File: src/logic/cic_map.svh
// register offsets, field positions and reset values of the codec interrupt controller
`ifndef CIC_MAP_SVH
`define CIC_MAP_SVH

`define CIC_FLAGS_ADDR       8'h7f
`define CIC_MASKS_ADDR       8'h80
`define CIC_POLS_ADDR        8'h81
`define CIC_DEBOUNCE_ADDR    8'h82
`define CIC_SUMMARY_BIT      10
`define CIC_SHARED_PIN_BIT   9
`define CIC_SEQUENCER_BIT    8
`define CIC_GP_PIN_ONE_BIT   5
`define CIC_RIGHT_REUSED_BIT 4
`define CIC_LEFT_REUSED_BIT  3
`define CIC_LOOP_LOCK_BIT    2
`define CIC_BIAS_SHORT_BIT   1
`define CIC_BIAS_DETECT_BIT  0
`define CIC_SOURCE_BITS      16'h033f
`define CIC_MASKS_RESET      16'h033f
`define CIC_POLS_RESET       16'h0000
`define CIC_DEBOUNCE_RESET   16'h0000
`define CIC_DEBOUNCE_TIME_NS 1000
`define CIC_CLOCK_PERIOD_NS  40
`define CIC_DEBOUNCE_CYCLES  ((`CIC_DEBOUNCE_TIME_NS + `CIC_CLOCK_PERIOD_NS - 1) / `CIC_CLOCK_PERIOD_NS)

`endif

File: src/logic/cic_pkg.sv
// types shared by the codec interrupt controller files
package cic_pkg;
  typedef logic [15:0] cic_word_t;   // one register word
  typedef logic [7:0]  cic_addr_t;   // register address
  // debounce filter states, one-hot
  typedef enum logic [2:0]
  {
    CIC_DB_LOW  = 3'b001,
    CIC_DB_RISE = 3'b010,
    CIC_DB_HIGH = 3'b100
  } cic_db_state_t;
endpackage : cic_pkg

File: src/logic/cic_debounce.sv
// debounce filter for one interrupt source: level must hold before it passes
module cic_debounce #(
  parameter int CYCLES = 25
) (
  input  wire logic clk,
  input  wire logic rst,
  input  wire logic enable,
  input  wire logic level_in,
  output logic      level_out
);
  cic_pkg::cic_db_state_t state_ff;     // filter state
  cic_pkg::cic_db_state_t nxt_state;    // next filter state
  logic [15:0]            count_ff;     // stable-time counter
  logic [15:0]            nxt_count;    // next counter value
  logic                   filt;         // filtered level

  // a rising level must stay for CYCLES clocks before it is believed; a fall passes at once
  always_comb
  begin
    nxt_state = state_ff;
    nxt_count = count_ff;
    case (state_ff)
      cic_pkg::CIC_DB_LOW:
      begin
        nxt_count = 16'h0000;
        if (level_in)
          nxt_state = cic_pkg::CIC_DB_RISE;
      end
      cic_pkg::CIC_DB_RISE:
      begin
        // a spike drops back before the count completes
        if (!level_in)
          nxt_state = cic_pkg::CIC_DB_LOW;
        else if (count_ff >= 16'(CYCLES - 1))
          nxt_state = cic_pkg::CIC_DB_HIGH;
        else
          nxt_count = count_ff + 16'h0001;
      end
      cic_pkg::CIC_DB_HIGH:
      begin
        // release is immediate: the flag latches anyway, so only assertion matters
        if (!level_in)
          nxt_state = cic_pkg::CIC_DB_LOW;
      end
      default:
        nxt_state = cic_pkg::CIC_DB_LOW;
    endcase
  end

  // registers only
  always_ff @(posedge clk or posedge rst)
  begin
    if (rst)
    begin
      state_ff <= cic_pkg::CIC_DB_LOW;
      count_ff <= 16'h0000;
    end
    else
    begin
      state_ff <= nxt_state;
      count_ff <= nxt_count;
    end
  end

  assign filt      = (state_ff == cic_pkg::CIC_DB_HIGH) && level_in;
  // bypass when the filter is not enabled
  assign level_out = enable ? filt : level_in;
endmodule : cic_debounce

File: src/logic/cic_controller.sv
// codec interrupt controller: latched flags, masks, polarities, debounce, register port
`include "cic_map.svh"

module cic_controller #(
  parameter int DEBOUNCE_CYCLES = `CIC_DEBOUNCE_CYCLES
) (
  input  wire logic       CLOCK,
  input  wire logic       SYS_RST,
  input  wire logic [7:0] REG_ADDR,
  input  wire logic [15:0] REG_WDATA,
  input  wire logic       REG_WR,
  input  wire logic       REG_RD,
  output logic     [15:0] REG_RDATA,
  input  wire logic       SHARED_PIN_IN,
  input  wire logic       SHARED_PIN_IS_INPUT,
  input  wire logic       SEQUENCER_BUSY,
  input  wire logic       GP_PIN_ONE_IN,
  input  wire logic       GP_PIN_ONE_IS_INPUT,
  input  wire logic       RIGHT_REUSED_IN,
  input  wire logic       RIGHT_REUSED_ENABLE,
  input  wire logic       LEFT_REUSED_IN,
  input  wire logic       LEFT_REUSED_ENABLE,
  input  wire logic       LOOP_LOCKED,
  input  wire logic       BIAS_SHORT,
  input  wire logic       BIAS_DETECT,
  output logic            IRQ_OUT
);
  localparam cic_pkg::cic_word_t SRC = `CIC_SOURCE_BITS;  // implemented source bits

  // register state, each paired with its next value from the combinational half
  cic_pkg::cic_word_t flags_ff;      // latched status flags
  cic_pkg::cic_word_t nxt_flags;
  cic_pkg::cic_word_t masks_ff;      // mask register
  cic_pkg::cic_word_t nxt_masks;
  cic_pkg::cic_word_t pols_ff;       // polarity register
  cic_pkg::cic_word_t nxt_pols;
  cic_pkg::cic_word_t deb_ff;        // debounce enable register
  cic_pkg::cic_word_t nxt_deb;
  cic_pkg::cic_word_t rdata_ff;      // read data register
  cic_pkg::cic_word_t nxt_rdata;
  logic               irq_ff;        // registered interrupt output
  logic               nxt_irq;
  cic_pkg::cic_word_t raw;           // synchronised or internal raw source levels
  cic_pkg::cic_word_t gate;          // source allowed to raise events
  cic_pkg::cic_word_t adj;           // polarity adjusted levels
  cic_pkg::cic_word_t filt;          // after optional debounce
  cic_pkg::cic_word_t evt;           // final event per bit
  logic               summary;       // OR of all flags
  cic_pkg::cic_word_t pin_raw;       // unsynchronised pin levels
  cic_pkg::cic_word_t pin_s1_ff;     // synchroniser stage one
  cic_pkg::cic_word_t pin_s2_ff;     // synchroniser stage two
  cic_pkg::cic_word_t pin_s3_ff;     // synchroniser stage three
  cic_pkg::cic_word_t pin_lvl_ff;    // accepted level once stages two and three agree
  cic_pkg::cic_word_t nxt_pin_lvl;

  // pins come from outside the clock domain; internal statuses do not
  always_comb
  begin
    pin_raw = 16'h0000;
    pin_raw[`CIC_SHARED_PIN_BIT]   = SHARED_PIN_IN;
    pin_raw[`CIC_GP_PIN_ONE_BIT]   = GP_PIN_ONE_IN;
    pin_raw[`CIC_RIGHT_REUSED_BIT] = RIGHT_REUSED_IN;
    pin_raw[`CIC_LEFT_REUSED_BIT]  = LEFT_REUSED_IN;
    // a level counts only when the last two stages agree, filtering metastable flicker
    nxt_pin_lvl = pin_lvl_ff;
    for (int i = 0; i < 16; i++)
    begin
      if (pin_s2_ff[i] == pin_s3_ff[i])
        nxt_pin_lvl[i] = pin_s3_ff[i];
    end
  end

  // synchroniser stages and accepted pin levels, registers only
  always_ff @(posedge CLOCK or posedge SYS_RST)
  begin
    if (SYS_RST)
    begin
      pin_s1_ff  <= 16'h0000;
      pin_s2_ff  <= 16'h0000;
      pin_s3_ff  <= 16'h0000;
      pin_lvl_ff <= 16'h0000;
    end
    else
    begin
      pin_s1_ff  <= pin_raw;
      pin_s2_ff  <= pin_s1_ff;
      pin_s3_ff  <= pin_s2_ff;
      pin_lvl_ff <= nxt_pin_lvl;
    end
  end

  // source levels and gating
  always_comb
  begin
    raw = pin_lvl_ff;
    raw[`CIC_SEQUENCER_BIT]   = SEQUENCER_BUSY;
    raw[`CIC_LOOP_LOCK_BIT]   = LOOP_LOCKED;
    raw[`CIC_BIAS_SHORT_BIT]  = BIAS_SHORT;
    raw[`CIC_BIAS_DETECT_BIT] = BIAS_DETECT;
    gate = SRC;
    // pin sources only raise events while configured as inputs
    gate[`CIC_SHARED_PIN_BIT]   = SHARED_PIN_IS_INPUT;
    gate[`CIC_GP_PIN_ONE_BIT]   = GP_PIN_ONE_IS_INPUT;
    gate[`CIC_RIGHT_REUSED_BIT] = RIGHT_REUSED_ENABLE;
    gate[`CIC_LEFT_REUSED_BIT]  = LEFT_REUSED_ENABLE;
    // inversion applies before the filter so it debounces the active level
    adj = raw ^ pols_ff;
  end

  // one debounce filter per implemented source bit
  genvar g;
  generate
    for (g = 0; g < 16; g++)
    begin : g_src
      if (SRC[g])
      begin : g_db
        cic_debounce #(
          .CYCLES (DEBOUNCE_CYCLES)
        ) u_db (
          .clk       (CLOCK),
          .rst       (SYS_RST),
          .enable    (deb_ff[g]),
          .level_in  (adj[g]),
          .level_out (filt[g])
        );
      end
      else
      begin : g_none
        assign filt[g] = 1'b0;
      end
    end
  endgenerate

  // a source must be implemented, allowed and active to raise its flag
  assign evt     = filt & gate & SRC;
  assign summary = |flags_ff;

  // register writes, flag latching and interrupt output
  always_comb
  begin
    nxt_flags = flags_ff;
    nxt_masks = masks_ff;
    nxt_pols  = pols_ff;
    nxt_deb   = deb_ff;
    nxt_rdata = rdata_ff;
    if (REG_WR)
    begin
      case (REG_ADDR)
        `CIC_FLAGS_ADDR:
          nxt_flags = flags_ff & ~(REG_WDATA & SRC);
        `CIC_MASKS_ADDR:
          nxt_masks = REG_WDATA & SRC;
        `CIC_POLS_ADDR:
          nxt_pols = REG_WDATA & SRC;
        `CIC_DEBOUNCE_ADDR:
          nxt_deb = REG_WDATA & SRC;
        default:
          nxt_deb = deb_ff;                              // other addresses belong elsewhere
      endcase
    end
    // set applied after clear so a same-cycle event is never lost; masks do not stop it
    nxt_flags = (nxt_flags | evt) & SRC;
    if (REG_RD)
    begin
      case (REG_ADDR)
        `CIC_FLAGS_ADDR:
        begin
          // the sequencer bit may be stale while busy; software must not trust it then
          nxt_rdata = flags_ff;
          nxt_rdata[`CIC_SUMMARY_BIT] = summary;
        end
        `CIC_MASKS_ADDR:    nxt_rdata = masks_ff;
        `CIC_POLS_ADDR:     nxt_rdata = pols_ff;
        `CIC_DEBOUNCE_ADDR: nxt_rdata = deb_ff;
        default:            nxt_rdata = 16'h0000;        // unmapped reads as zero
      endcase
    end
    // output stays high until every unmasked flag is cleared
    nxt_irq = |(nxt_flags & ~nxt_masks);
  end

  // registers only; every reset value is a constant
  always_ff @(posedge CLOCK or posedge SYS_RST)
  begin
    if (SYS_RST)
    begin
      flags_ff <= 16'h0000;
      masks_ff <= `CIC_MASKS_RESET;
      pols_ff  <= `CIC_POLS_RESET;
      deb_ff   <= `CIC_DEBOUNCE_RESET;
      rdata_ff <= 16'h0000;
      irq_ff   <= 1'b0;
    end
    else
    begin
      flags_ff <= nxt_flags;
      masks_ff <= nxt_masks;
      pols_ff  <= nxt_pols;
      deb_ff   <= nxt_deb;
      rdata_ff <= nxt_rdata;
      irq_ff   <= nxt_irq;
    end
  end

  // both outputs come straight from flip-flops, so no glitch reaches the pin
  assign REG_RDATA = rdata_ff;
  assign IRQ_OUT   = irq_ff;
endmodule : cic_controller

File: config.mk
export PLATFORM = sky130hd
export DESIGN_NAME = cic_controller
export DESIGN_NICKNAME = d
export VERILOG_FILES = /design/src/logic/cic_pkg.sv /design/src/logic/cic_debounce.sv /design/src/logic/cic_controller.sv
export VERILOG_INCLUDE_DIRS = /design/src /design/src/logic
export SDC_FILE = /design/constraint.sdc
export NUM_CORES = 1
export LEC_CHECK = 0
export ABC_AREA = 1
export BUFFER_PORTS_ARGS = -buffer_cell sky130_fd_sc_hd__buf_2
export CORE_MARGIN = 3
export CORE_UTILIZATION = 55
export DETAILED_ROUTE_END_ITERATION = 7
export HOLD_SLACK_MARGIN = 0.02
export PLACE_DENSITY = 0.76
export SETUP_SLACK_MARGIN = 0.2
export SLEW_MARGIN = 20
export SYNTH_ARGS = -nofsm -noshare
export SYNTH_HDL_FRONTEND = slang
export SYNTH_SLANG_ARGS = --single-unit
File: constraint.sdc
create_clock -name CLOCK -period 6.35 [get_ports CLOCK]
set_input_delay 0.3175 -clock CLOCK [delete_from_list [all_inputs] [get_ports CLOCK]]
set_output_delay 0.3175 -clock CLOCK [all_outputs]
set_load 0.01 [all_outputs]
Word level (Yosys, flattened, before mapping) --
Cells that the tools add are included. W data, S select, Z words.
Cells by class: add/subtract/negate cells 8, $mul 0, div/mod/pow operators 0, order comparisons 8, equal/unequal tests 72, shifts and indexed selects 0, muxes and demuxes 77, bitwise gates (word level) 7, reductions and logical operators 36
Operator list (count):
- $mux W16 | 18
- $pmux W16 S2 | 8
- $add A16 B1 Y16 const B | 8
- $ge A16 B5 Y1 const B | 8
- $mux W3 | 32
- $pmux W3 S3 | 8
- $ne A2 B2 Y1 const B | 32
- $pmux W16 S4 | 1
- $reduce_and A3 Y1 | 16
- $eq A3 B1 Y1 const B | 8
- $eq A3 B2 Y1 const B | 8
- $eq A3 B3 Y1 const B | 8
- $eq A8 B8 Y1 const B | 3
- $ne A3 B2 Y1 const B | 8
- $and A10 B10 Y10 | 2
- $mux W10 | 2
- $and A10 B16 Y16 | 1
- $not A16 Y16 | 1
- $reduce_bool A2 Y1 | 8
- $reduce_or A16 Y1 | 1
- $not A10 Y10 | 1
- $or A10 B10 Y10 | 1
- $xor A10 B10 Y10 | 1
- $eq A8 B7 Y1 const B | 1
- other kinds (5) | 23
Word-level totals: register bits 225, bits in latches 0, memory bits (writable) 0, ROM bits 0, input port bits 40, output and inout bits 17, word-level logic and storage cells 237, memories 0

Depth between registers and ports, before layout --
Gate-level depths: netlist of the first run.
depth in word-level cells 7, gate-level depth with buffers 12, depth with buffers taken out 11

Hierarchy --
From an unflattened synthesis of the first run, not the netlist that was laid out.
Unflattened totals: cells, all modules 1208, area total of the unflattened synthesis 10979.3 sq um
Modules (own cells, without submodules):
- cic_debounce (g_src[0].g_db.u_db ...) | times used 7, cells an instance 105, area each 968.4 sq um, sequential area each 476.7 sq um
- cic_controller | times used 1, cells an instance 357, area each 3209.3 sq um, sequential area each 1836.8 sq um
- cic_debounce (g_src[9].g_db.u_db) | times used 1, cells an instance 116, area each 991.0 sq um, sequential area each 476.7 sq um

Worst setup path before layout of the first run --
Ideal clock, no wire load.
kind flip-flop to flip-flop, from register g_src[3].g_db.u_db.state_ff[0], to register g_src[3].g_db.u_db.count_ff[5], setup time 0.117 ns, data arrival time 1.354 ns, data required time 6.233 ns, path slack 4.879 ns, stages on the path, launching flop included 8, path buffers 1, clock period less this slack 1.471 ns, path through dfstp_2 inv_1 nor3_1 inv_1 nand2_2 a21boi_4 buf_6 nor2_1
Between the ends: longest elaborated chain between the ends 3, elaborated cells on any way between the ends 7, classes of those cells 4 x eq/ne; 1 x mux; 2 x reduce/logical
RTL lines:
- from (decl) | RTL line cic_debounce.sv:11 | cic_pkg::cic_db_state_t state_ff;
- from (signal assigned) | RTL line cic_debounce.sv:55 | state_ff <= cic_pkg::CIC_DB_LOW;
- from (signal assigned) | RTL line cic_debounce.sv:60 | state_ff <= nxt_state;
- $eq A3 B2 Y1 or $eq A3 B1 Y1 (tied branches) | RTL line cic_debounce.sv:22 | case (state_ff)
- $ne A2 B2 Y1 (no source line) or $reduce_bool A2 Y1 (tied branches)
- $reduce_and A3 Y1 (no source line)
- to (signal assigned) | RTL line cic_debounce.sv:61 | count_ff <= nxt_count;
- to (decl) | RTL line cic_debounce.sv:13 | logic [15:0] count_ff;
Several ways; a longest one is shown, not always the timed one. A chain may end at the register's enable or synchronous reset.

==> key figures, run 1 <==
Yosys
  • Post-synth top cells: 260 x nand2_1, 209 x dfrtp_1, 197 x inv_1
  • Register area share after synthesis: 56.7%
  • Mapped cell area: 9970 sq um
  • Share of the synthesized area in the top cell type: 52.4%
  • Syn avg cell area: 8.79 sq um
  • Cell variety after synth: 44
  • Cell with the most instances after synthesis: nand2_1
  • Flops & latches, synth: 225
  • Yosys warnings: 0
  • Area contributors post-synth: dfrtp_1 52%, nand2_1 9.8%, inv_1 7.4%
  • Largest area contributor in the netlist: dfrtp_1
  • Ys flop type: dfrtp_1
  • Post-synth EDFFs: 0
  • Async SR Flop Fraction: 100%
  • Syn_nets: 1190
  • Cells after Synth: 1134

Detailed routing
  • DRC errors left: 0
  • Vias: 7165
  • DR WL/cell: 12.7 um
  • Via density: 4.98
  • DR iter-0 viols: 487
  • DRT Pass-1 Iters: 5
  • Final wirelength: 18200 um
  • Post-DRT Antenna Nets: 0

Die
  • DIE AREA: 19800 sq um
  • Die Width: 141 um
  • Initial Util: 56.9%
  • Io pins: 57
  • Core area: 17500 sq um
  • Die height: 141 um
  • FP Rows: 48

Clock tree
  • Clock Tree Root: clkbuf_16
  • Clock Sinks: 225
  • H-tree levels: 1
  • Clock Path Buffers: 3
  • CTS clock-pin slew for the worst setup and hold paths: 60 ps
  • TritonCTS Buffers: 23
  • Worst-Skew Late Latency: 510 ps
  • Post-CTS Setup Inserts: 0
  • CTS tree: yes

Worst setup path
  • Critical Path Source Type: input port
  • Capture point of the critical path: REG_RDATA[3]
  • CP Class: in2async
  • Req. time, crit path: 6780 ps
  • Reg2reg start: g_src[2].g_db.u_db.state_ff[2]
  • Reg2reg setup slack: 4610 ps
  • R2R depth: 7
  • Arrival time worst endpoint: 2450 ps
  • Critical path peak fanout: 193
  • Crit end category: asynchronous set/reset pin
  • Critical path startpoint: SYS_RST
  • Critical R2R Capture: g_src[2].g_db.u_db.count_ff[0]

Layout
  • Share of layout cells above drive strength 1: 11.5%
  • Area growth, synth to finish: 12.0%
  • Nets: 1252
  • Multi-input gate area: 3420 sq um
  • Reg area: 5650 sq um
  • N_diodes: 0
  • Layout fillers: 1468
  • Final Non-Filler Cells: 1438

Placed design
  • Buffers on Ports: 48
  • Post-detail-place hpwl: 12000 um
  • RePlAce Congestion: 0.789
  • Placed cell count: 1391

STA
  • Unrepaired setup endpoints after global routing: no
  • Setup TNS: 0 ps
  • Worst Max-Slew Pin Slew: 1190 ps
  • Pins Over Slew Limit: 0
  • Final Cycle Share: 31.9%
  • Worst slew margin: 20.6%
  • Max Clock Freq: 0.494 GHz
  • Tmin final: 2020 ps
  • Setup Viol. Count Final: 0
  • Final Hold Fails: 0
  • Layout Skew: 11.5 ps

Power and ir drop
  • LEAKAGE: 5.65 nW
  • Maximum vdd ir drop: 249 uV
  • Power, Total: 3.63 mW
  • Power Density: 325 nW/um^2

Hold path
  • Min-Delay Path Class: in2reg
  • Hold path depth: 3

Global routing
  • First-pass GRT wire length: 31700 um
  • Vias in the first global route: 6817
  • GR Util All Layers: 19.0%
  • Largest net degree at the start of global routing: 194
  • GRT overflow: 0
  • Initial antenna violation count: 1

Run
  • Max-Cap Viols: 0

Status
  • Status: completed
report_power, final:
| part | internal (mW) | total, mW | switching, mW |
|---|---|---|---|
| Combinational | 0.189 | 0.693 | 0.504 |
| Sequential | 1.56 | 1.64 | 0.0781 |
| Clock | 0.759 | 1.30 | 0.541 |
| Total | 2.51 | 3.63 | 1.12 |
routing by layer:
layer | track usage [%] | vias up | wire length (um)
li1 | - | 3626 | -
met1 | 27.6 | 3372 | 8700
met2 | 29.7 | 126 | 8200
met3 | 3.02 | 39 | 813
met4 | 5.61 | 2 | 474
met5 | 0 | - | 7
worst max-delay path, cell delays in order:
cell           delay [ps]
dlygate4sd3_1         530
buf_2                 130
clkinvlp_4            460
buf_12                630
cell families (layout without fill, tap and decap cells):
logic type	Yosys count	after routing	share of synthesized area, %
DFF	225	225	56.7
AOI/OAI and AO/OA	91	91	5.56
and+or+nand+nor	549	549	24.1
adders and majority gates	20	20	2.41
buffers and inverters	223	302	9.01
xor gates and xnor gates	26	26	2.28
per-stage QoR:
step                      util [%]  setup WS, ps  hold slack [ps]  cell area (sq um)
after floorplan                  -          3110              331               9980
after global placement        59.3          4450              333              10400
after detailed placement      59.3          4450              335              10400
after CTS                     63.7          4440             42.0              11200
after global routing          63.7          4250             59.5              11200
final                         63.7          4330             63.0              11200
cells in the final DEF, fill, tap and decap left out, drive strengths merged, types with 7 or more instances in the layout:
| cell type | netlist | routed |
|---|---|---|
| nand2 | 270 | 270 |
| dfrtp | 209 | 209 |
| inv | 206 | 206 |
| nor2 | 154 | 154 |
| nand3 | 65 | 65 |
| o21ai | 53 | 53 |
| buf | 14 | 49 |
| clkbuf | 3 | 35 |
| nand4 | 26 | 26 |
| xor2 | 23 | 23 |
| nor3 | 19 | 19 |
| ha | 16 | 16 |
| dfstp | 16 | 16 |
| a21oi | 14 | 14 |
| o31ai | 7 | 7 |
area by class of cell:
type | count | share of cell area [%]
Multi-Input combinational cell | 686 | 30.6
Inverter | 206 | 6.96
Clock inverter | 7 | 0.594
Timing Repair Buffer | 54 | 2.78
Sequential cell | 225 | 50.6
Clock buffer | 35 | 5.91
Tap cell | 225 | 2.52
registers in the layout, indices dropped and copies added (netlist names), 8 cells and up, named ones only:
signal	flops
deb_ff	8
g_src.g_db.u_db.state_ff	24
REG_RDATA	16
pols_ff	8
flags_ff	8
masks_ff	8
g_src.g_db.u_db.count_ff	128
worst min path at each step:
stage,from,endpoint
detailed placement,pin_s1_ff[5],pin_s2_ff[5]
CTS,REG_WDATA[9],masks_ff[9]
global placement,pin_s1_ff[4],pin_s2_ff[4]
global route,REG_WDATA[8],masks_ff[8]
finish,REG_WDATA[9],masks_ff[9]
floorplan,pin_s1_ff[3],pin_s2_ff[3]
timing repair:
item,in CTS,in global routing
hold endpoints to repair,36,0
hold buffers,5,0
gates resized for setup,0,0
Power figures use the tool's default switching activity.
==> inputs of run 2 (changes only) <==
--- a/config.mk
+++ b/config.mk
@@ -9,10 +9,10 @@
 export ABC_AREA = 1
 export BUFFER_PORTS_ARGS = -buffer_cell sky130_fd_sc_hd__buf_2
 export CORE_MARGIN = 3
-export CORE_UTILIZATION = 55
+export CORE_UTILIZATION = 61
 export DETAILED_ROUTE_END_ITERATION = 7
 export HOLD_SLACK_MARGIN = 0.02
-export PLACE_DENSITY = 0.76
+export PLACE_DENSITY = 0.8
 export SETUP_SLACK_MARGIN = 0.2
 export SLEW_MARGIN = 20
 export SYNTH_ARGS = -nofsm -noshare
==> constraint.sdc (replaced) <==
create_clock -name CLOCK -period 1.94 [get_ports CLOCK]
set_input_delay 0.097 -clock CLOCK [delete_from_list [all_inputs] [get_ports CLOCK]]
set_output_delay 0.097 -clock CLOCK [all_outputs]
set_load 0.01 [all_outputs]
==> run 2 against run 1 <==
Against the previous run: power rose to 3.3 times the previous value; utilization rose by 8.7 points; sequential share of layout area fell by 1.6 points; worst hold slack improved by 48 ps; register-to-register slack got worse by 4300 ps; design area rose by 3.3%; clock skew rose by 4.5 ps; count of clock-buffer cells in the layout rose by 1; critical path type is now in2reg; critical endpoint is now IRQ_OUT; largest cell class unchanged; highest routed layer is now met4.
==> key figures, run 2 (synthesis results as in run 1) <==
Hold path
  • Min-Delay Path Class: in2reg (unchanged)
  • Hold path depth: 6 (was 3)

Clock tree
  • Worst-Skew Late Latency: 510 ps (about the same)
  • TritonCTS Buffers: 23 (unchanged)
  • Clock Tree Root: clkbuf_16 (unchanged)
  • Clock Sinks: 225 (unchanged)
  • H-tree levels: 1 (unchanged)
  • CTS clock-pin slew for the worst setup and hold paths: 60 ps (about the same)
  • CTS tree: yes (unchanged)
  • Clock Path Buffers: 3 (unchanged)

Global routing
  • Met1 usage in global routing: 29.2% (was 27.6%)
  • Largest net degree at the start of global routing: 79 (was 194)
  • M2 GR Usage: 37.0% (was 29.7%)
  • GRT overflow: 0 (unchanged)
  • First-pass GRT wire length: 32700 um (was 31700 um)
  • Gr busiest metal: met2 (unchanged)
  • Initial antenna violation count: 0 (was 1)
  • Met3 usage: 3.41% (was 3.02%)
  • GR Util All Layers: 21.7% (was 19.0%)
  • Vias in the first global route: 7254 (was 6817)

STA
  • Final Hold Fails: 0 (unchanged)
  • Setup TNS: 0 ps (unchanged)
  • Worst slew margin: 67.1% (was 20.6%)
  • Unrepaired setup endpoints after global routing: yes (was no)
  • Setup Viol. Count Final: 0 (unchanged)
  • Final Cycle Share: 82.6%
  • Hold_ws: 111 ps (was 63.0 ps)
  • Worst Max-Slew Pin Slew: 494 ps (was 1190 ps)
  • Layout Skew: 16.0 ps (was 11.5 ps)
  • Max Clock Freq: 0.624 GHz
  • Post-route setup slack: 338 ps (was 4330 ps)
  • Tmin final: 1600 ps
  • Pins Over Slew Limit: 0 (unchanged)

Detailed routing
  • Vias: 7439 (was 7165)
  • Post-DRT Antenna Nets: 0 (unchanged)
  • Final wirelength: 19000 um (was 18200 um)
  • DR iter-0 viols: 455 (was 487)
  • Via density: 5.07 (was 4.98)
  • DRC errors left: 0 (unchanged)
  • DR WL/cell: 12.9 um (was 12.7 um)
  • DRT Pass-1 Iters: 7 (was 5)

Layout
  • Core Util, Final: 72.4% (was 63.7%)
  • Multi-input gate area: 3440 sq um (was 3420 sq um)
  • Largest Register: g_src.g_db.u_db.count_ff (unchanged)
  • Layout fillers: 1205 (was 1468)
  • Area of all placed cells without fillers: 11500 sq um (was 11200 sq um)
  • Share of layout cells above drive strength 1: 12.7% (was 11.5%)
  • N_diodes: 0 (unchanged)
  • Nets: 1291 (was 1252)
  • Final Non-Filler Cells: 1467 (was 1438)
  • Max FFs per register: 128 (unchanged)
  • Reg area: 5650 sq um (unchanged)
  • Leading cell types in the layout, fill and taps excluded: 260 x nand2_1, 209 x dfrtp_1, 195 x inv_1, 151 x nor2_1, 65 x nand3_1 (was 260 x nand2_1, 209 x dfrtp_1, 196 x inv_1, 151 x nor2_1, 65 x nand3_1)
  • Area growth, synth to finish: 15.7% (was 12.0%)
  • Commonest non-fill, non-tap cell in the layout: nand2_1 (unchanged)

Die
  • FP Rows: 46 (was 48)
  • DIE AREA: 17900 sq um (was 19800 sq um)
  • Die height: 134 um (was 141 um)
  • Core area: 15900 sq um (was 17500 sq um)
  • Initial Util: 62.5% (was 56.9%)
  • Io pins: 57 (unchanged)
  • Die Width: 134 um (was 141 um)

Worst setup path
  • Cell mode on critical path: nand2_1
  • Crit-path max cell delay: 610 ps (was 630 ps)
  • CP Class: in2reg (was in2async)
  • Arrival time worst endpoint: 1990 ps (was 2450 ps)
  • R2R depth: 7 (unchanged)
  • Crit end category: flop (was asynchronous set/reset pin)
  • Slowest CP cell: dlygate4sd3_1 (was buf_12)
  • Critical Path Source Type: input port (unchanged)
  • Worst-path cell chain: buf_2 > nor2_1 > nand2_2 > nor2_4 > nand3_1 > dlygate4sd3_1 > nand2_1 > inv_1 > nand2_1 > nand2_1 > nor2_1 > nand2_1 (was dlygate4sd3_1 > buf_2 > clkinvlp_4 > buf_12)
  • Critical path peak fanout: 17 (was 193)
  • Req. time, crit path: 2320 ps (was 6780 ps)

Power and ir drop
  • Power Density: 1050 nW/um^2 (was 325 nW/um^2)
  • Maximum vdd ir drop: 801 uV (was 249 uV)
  • Power, Total: 12.1 mW (was 3.63 mW)
  • LEAKAGE: 5.81 nW (was 5.65 nW)

Placed design
  • RePlAce Congestion: 0.847 (was 0.789)
  • DP Area: 10500 sq um (was 10400 sq um)
  • Buffers on Ports: 48 (unchanged)
  • Placed cell count: 1392 (was 1391)
  • Post-detail-place hpwl: 12600 um (was 12000 um)
  • Setup Slack @ Placement: 258 ps (was 4450 ps)

Status
  • Status: completed (unchanged)

Run
  • Max-Cap Viols: 0 (unchanged)
run 2: cell types whose count changed in the layout (fill, tap and decap cells not counted), moves of 2 or more:
cell / previous run / this run
buf_4: 0 / 15
dlygate4sd3_1: 5 / 26
nand2_2: 8 / 6
inv_4: 0 / 2
nand2_4: 2 / 4
inv_2: 9 / 7
buf_12: 1 / 4
run 2: path summary, 6_finish.rpt:
kind                              start                         endpoint  slack, ps
setup / recovery            REG_ADDR[0]                          IRQ_OUT        340
hold / removal                   REG_WR                      flags_ff[1]        110
setup reg to reg             pols_ff[8]  g_src[8].g_db.u_db.count_ff[14]        360
hold reg to reg            pin_s1_ff[4]                     pin_s2_ff[4]        340
max in group asynchronous       SYS_RST                      masks_ff[5]       1090
min in group asynchronous       SYS_RST                     pin_s2_ff[3]        130
run 2: final cells by class:
type,instances,area share (%)
timing repair buffer,93,6.01
multi-input combinational,686,29.8
inverter,206,6.81
clock inverter,5,0.239
tap,216,2.34
clock buffer,36,5.84
sequential,225,49.0
run 2: power breakdown:
part / leakage [nW] / switching (mW) / total, mW / internal (mW)
Combinational: 2.52 / 1.74 / 2.61 / 0.875
Clock: 0.345 / 1.73 / 4.11 / 2.38
Sequential: 2.95 / 0.257 / 5.36 / 5.10
run 2: metal layers:
layer,share of wire (%),wire length (um)
met1,44,8310
met2,49,9240
met3,5.0,941
met4,2.4,455
met5,0,0
run 2: worst max-delay path, delay by kind of cell:
kind,cells,cell delay (ps)
buf+inv,3,780
simple gates,9,1100
run 2: repair_timing:
action | in CTS | in global routing
endpoints found under the setup margin | 0 | 64
gates resized for setup | 0 | 6
setup buffers | 0 | 8
endpoints found under the hold margin | 256 | 0
hold buffers | 26 | 0
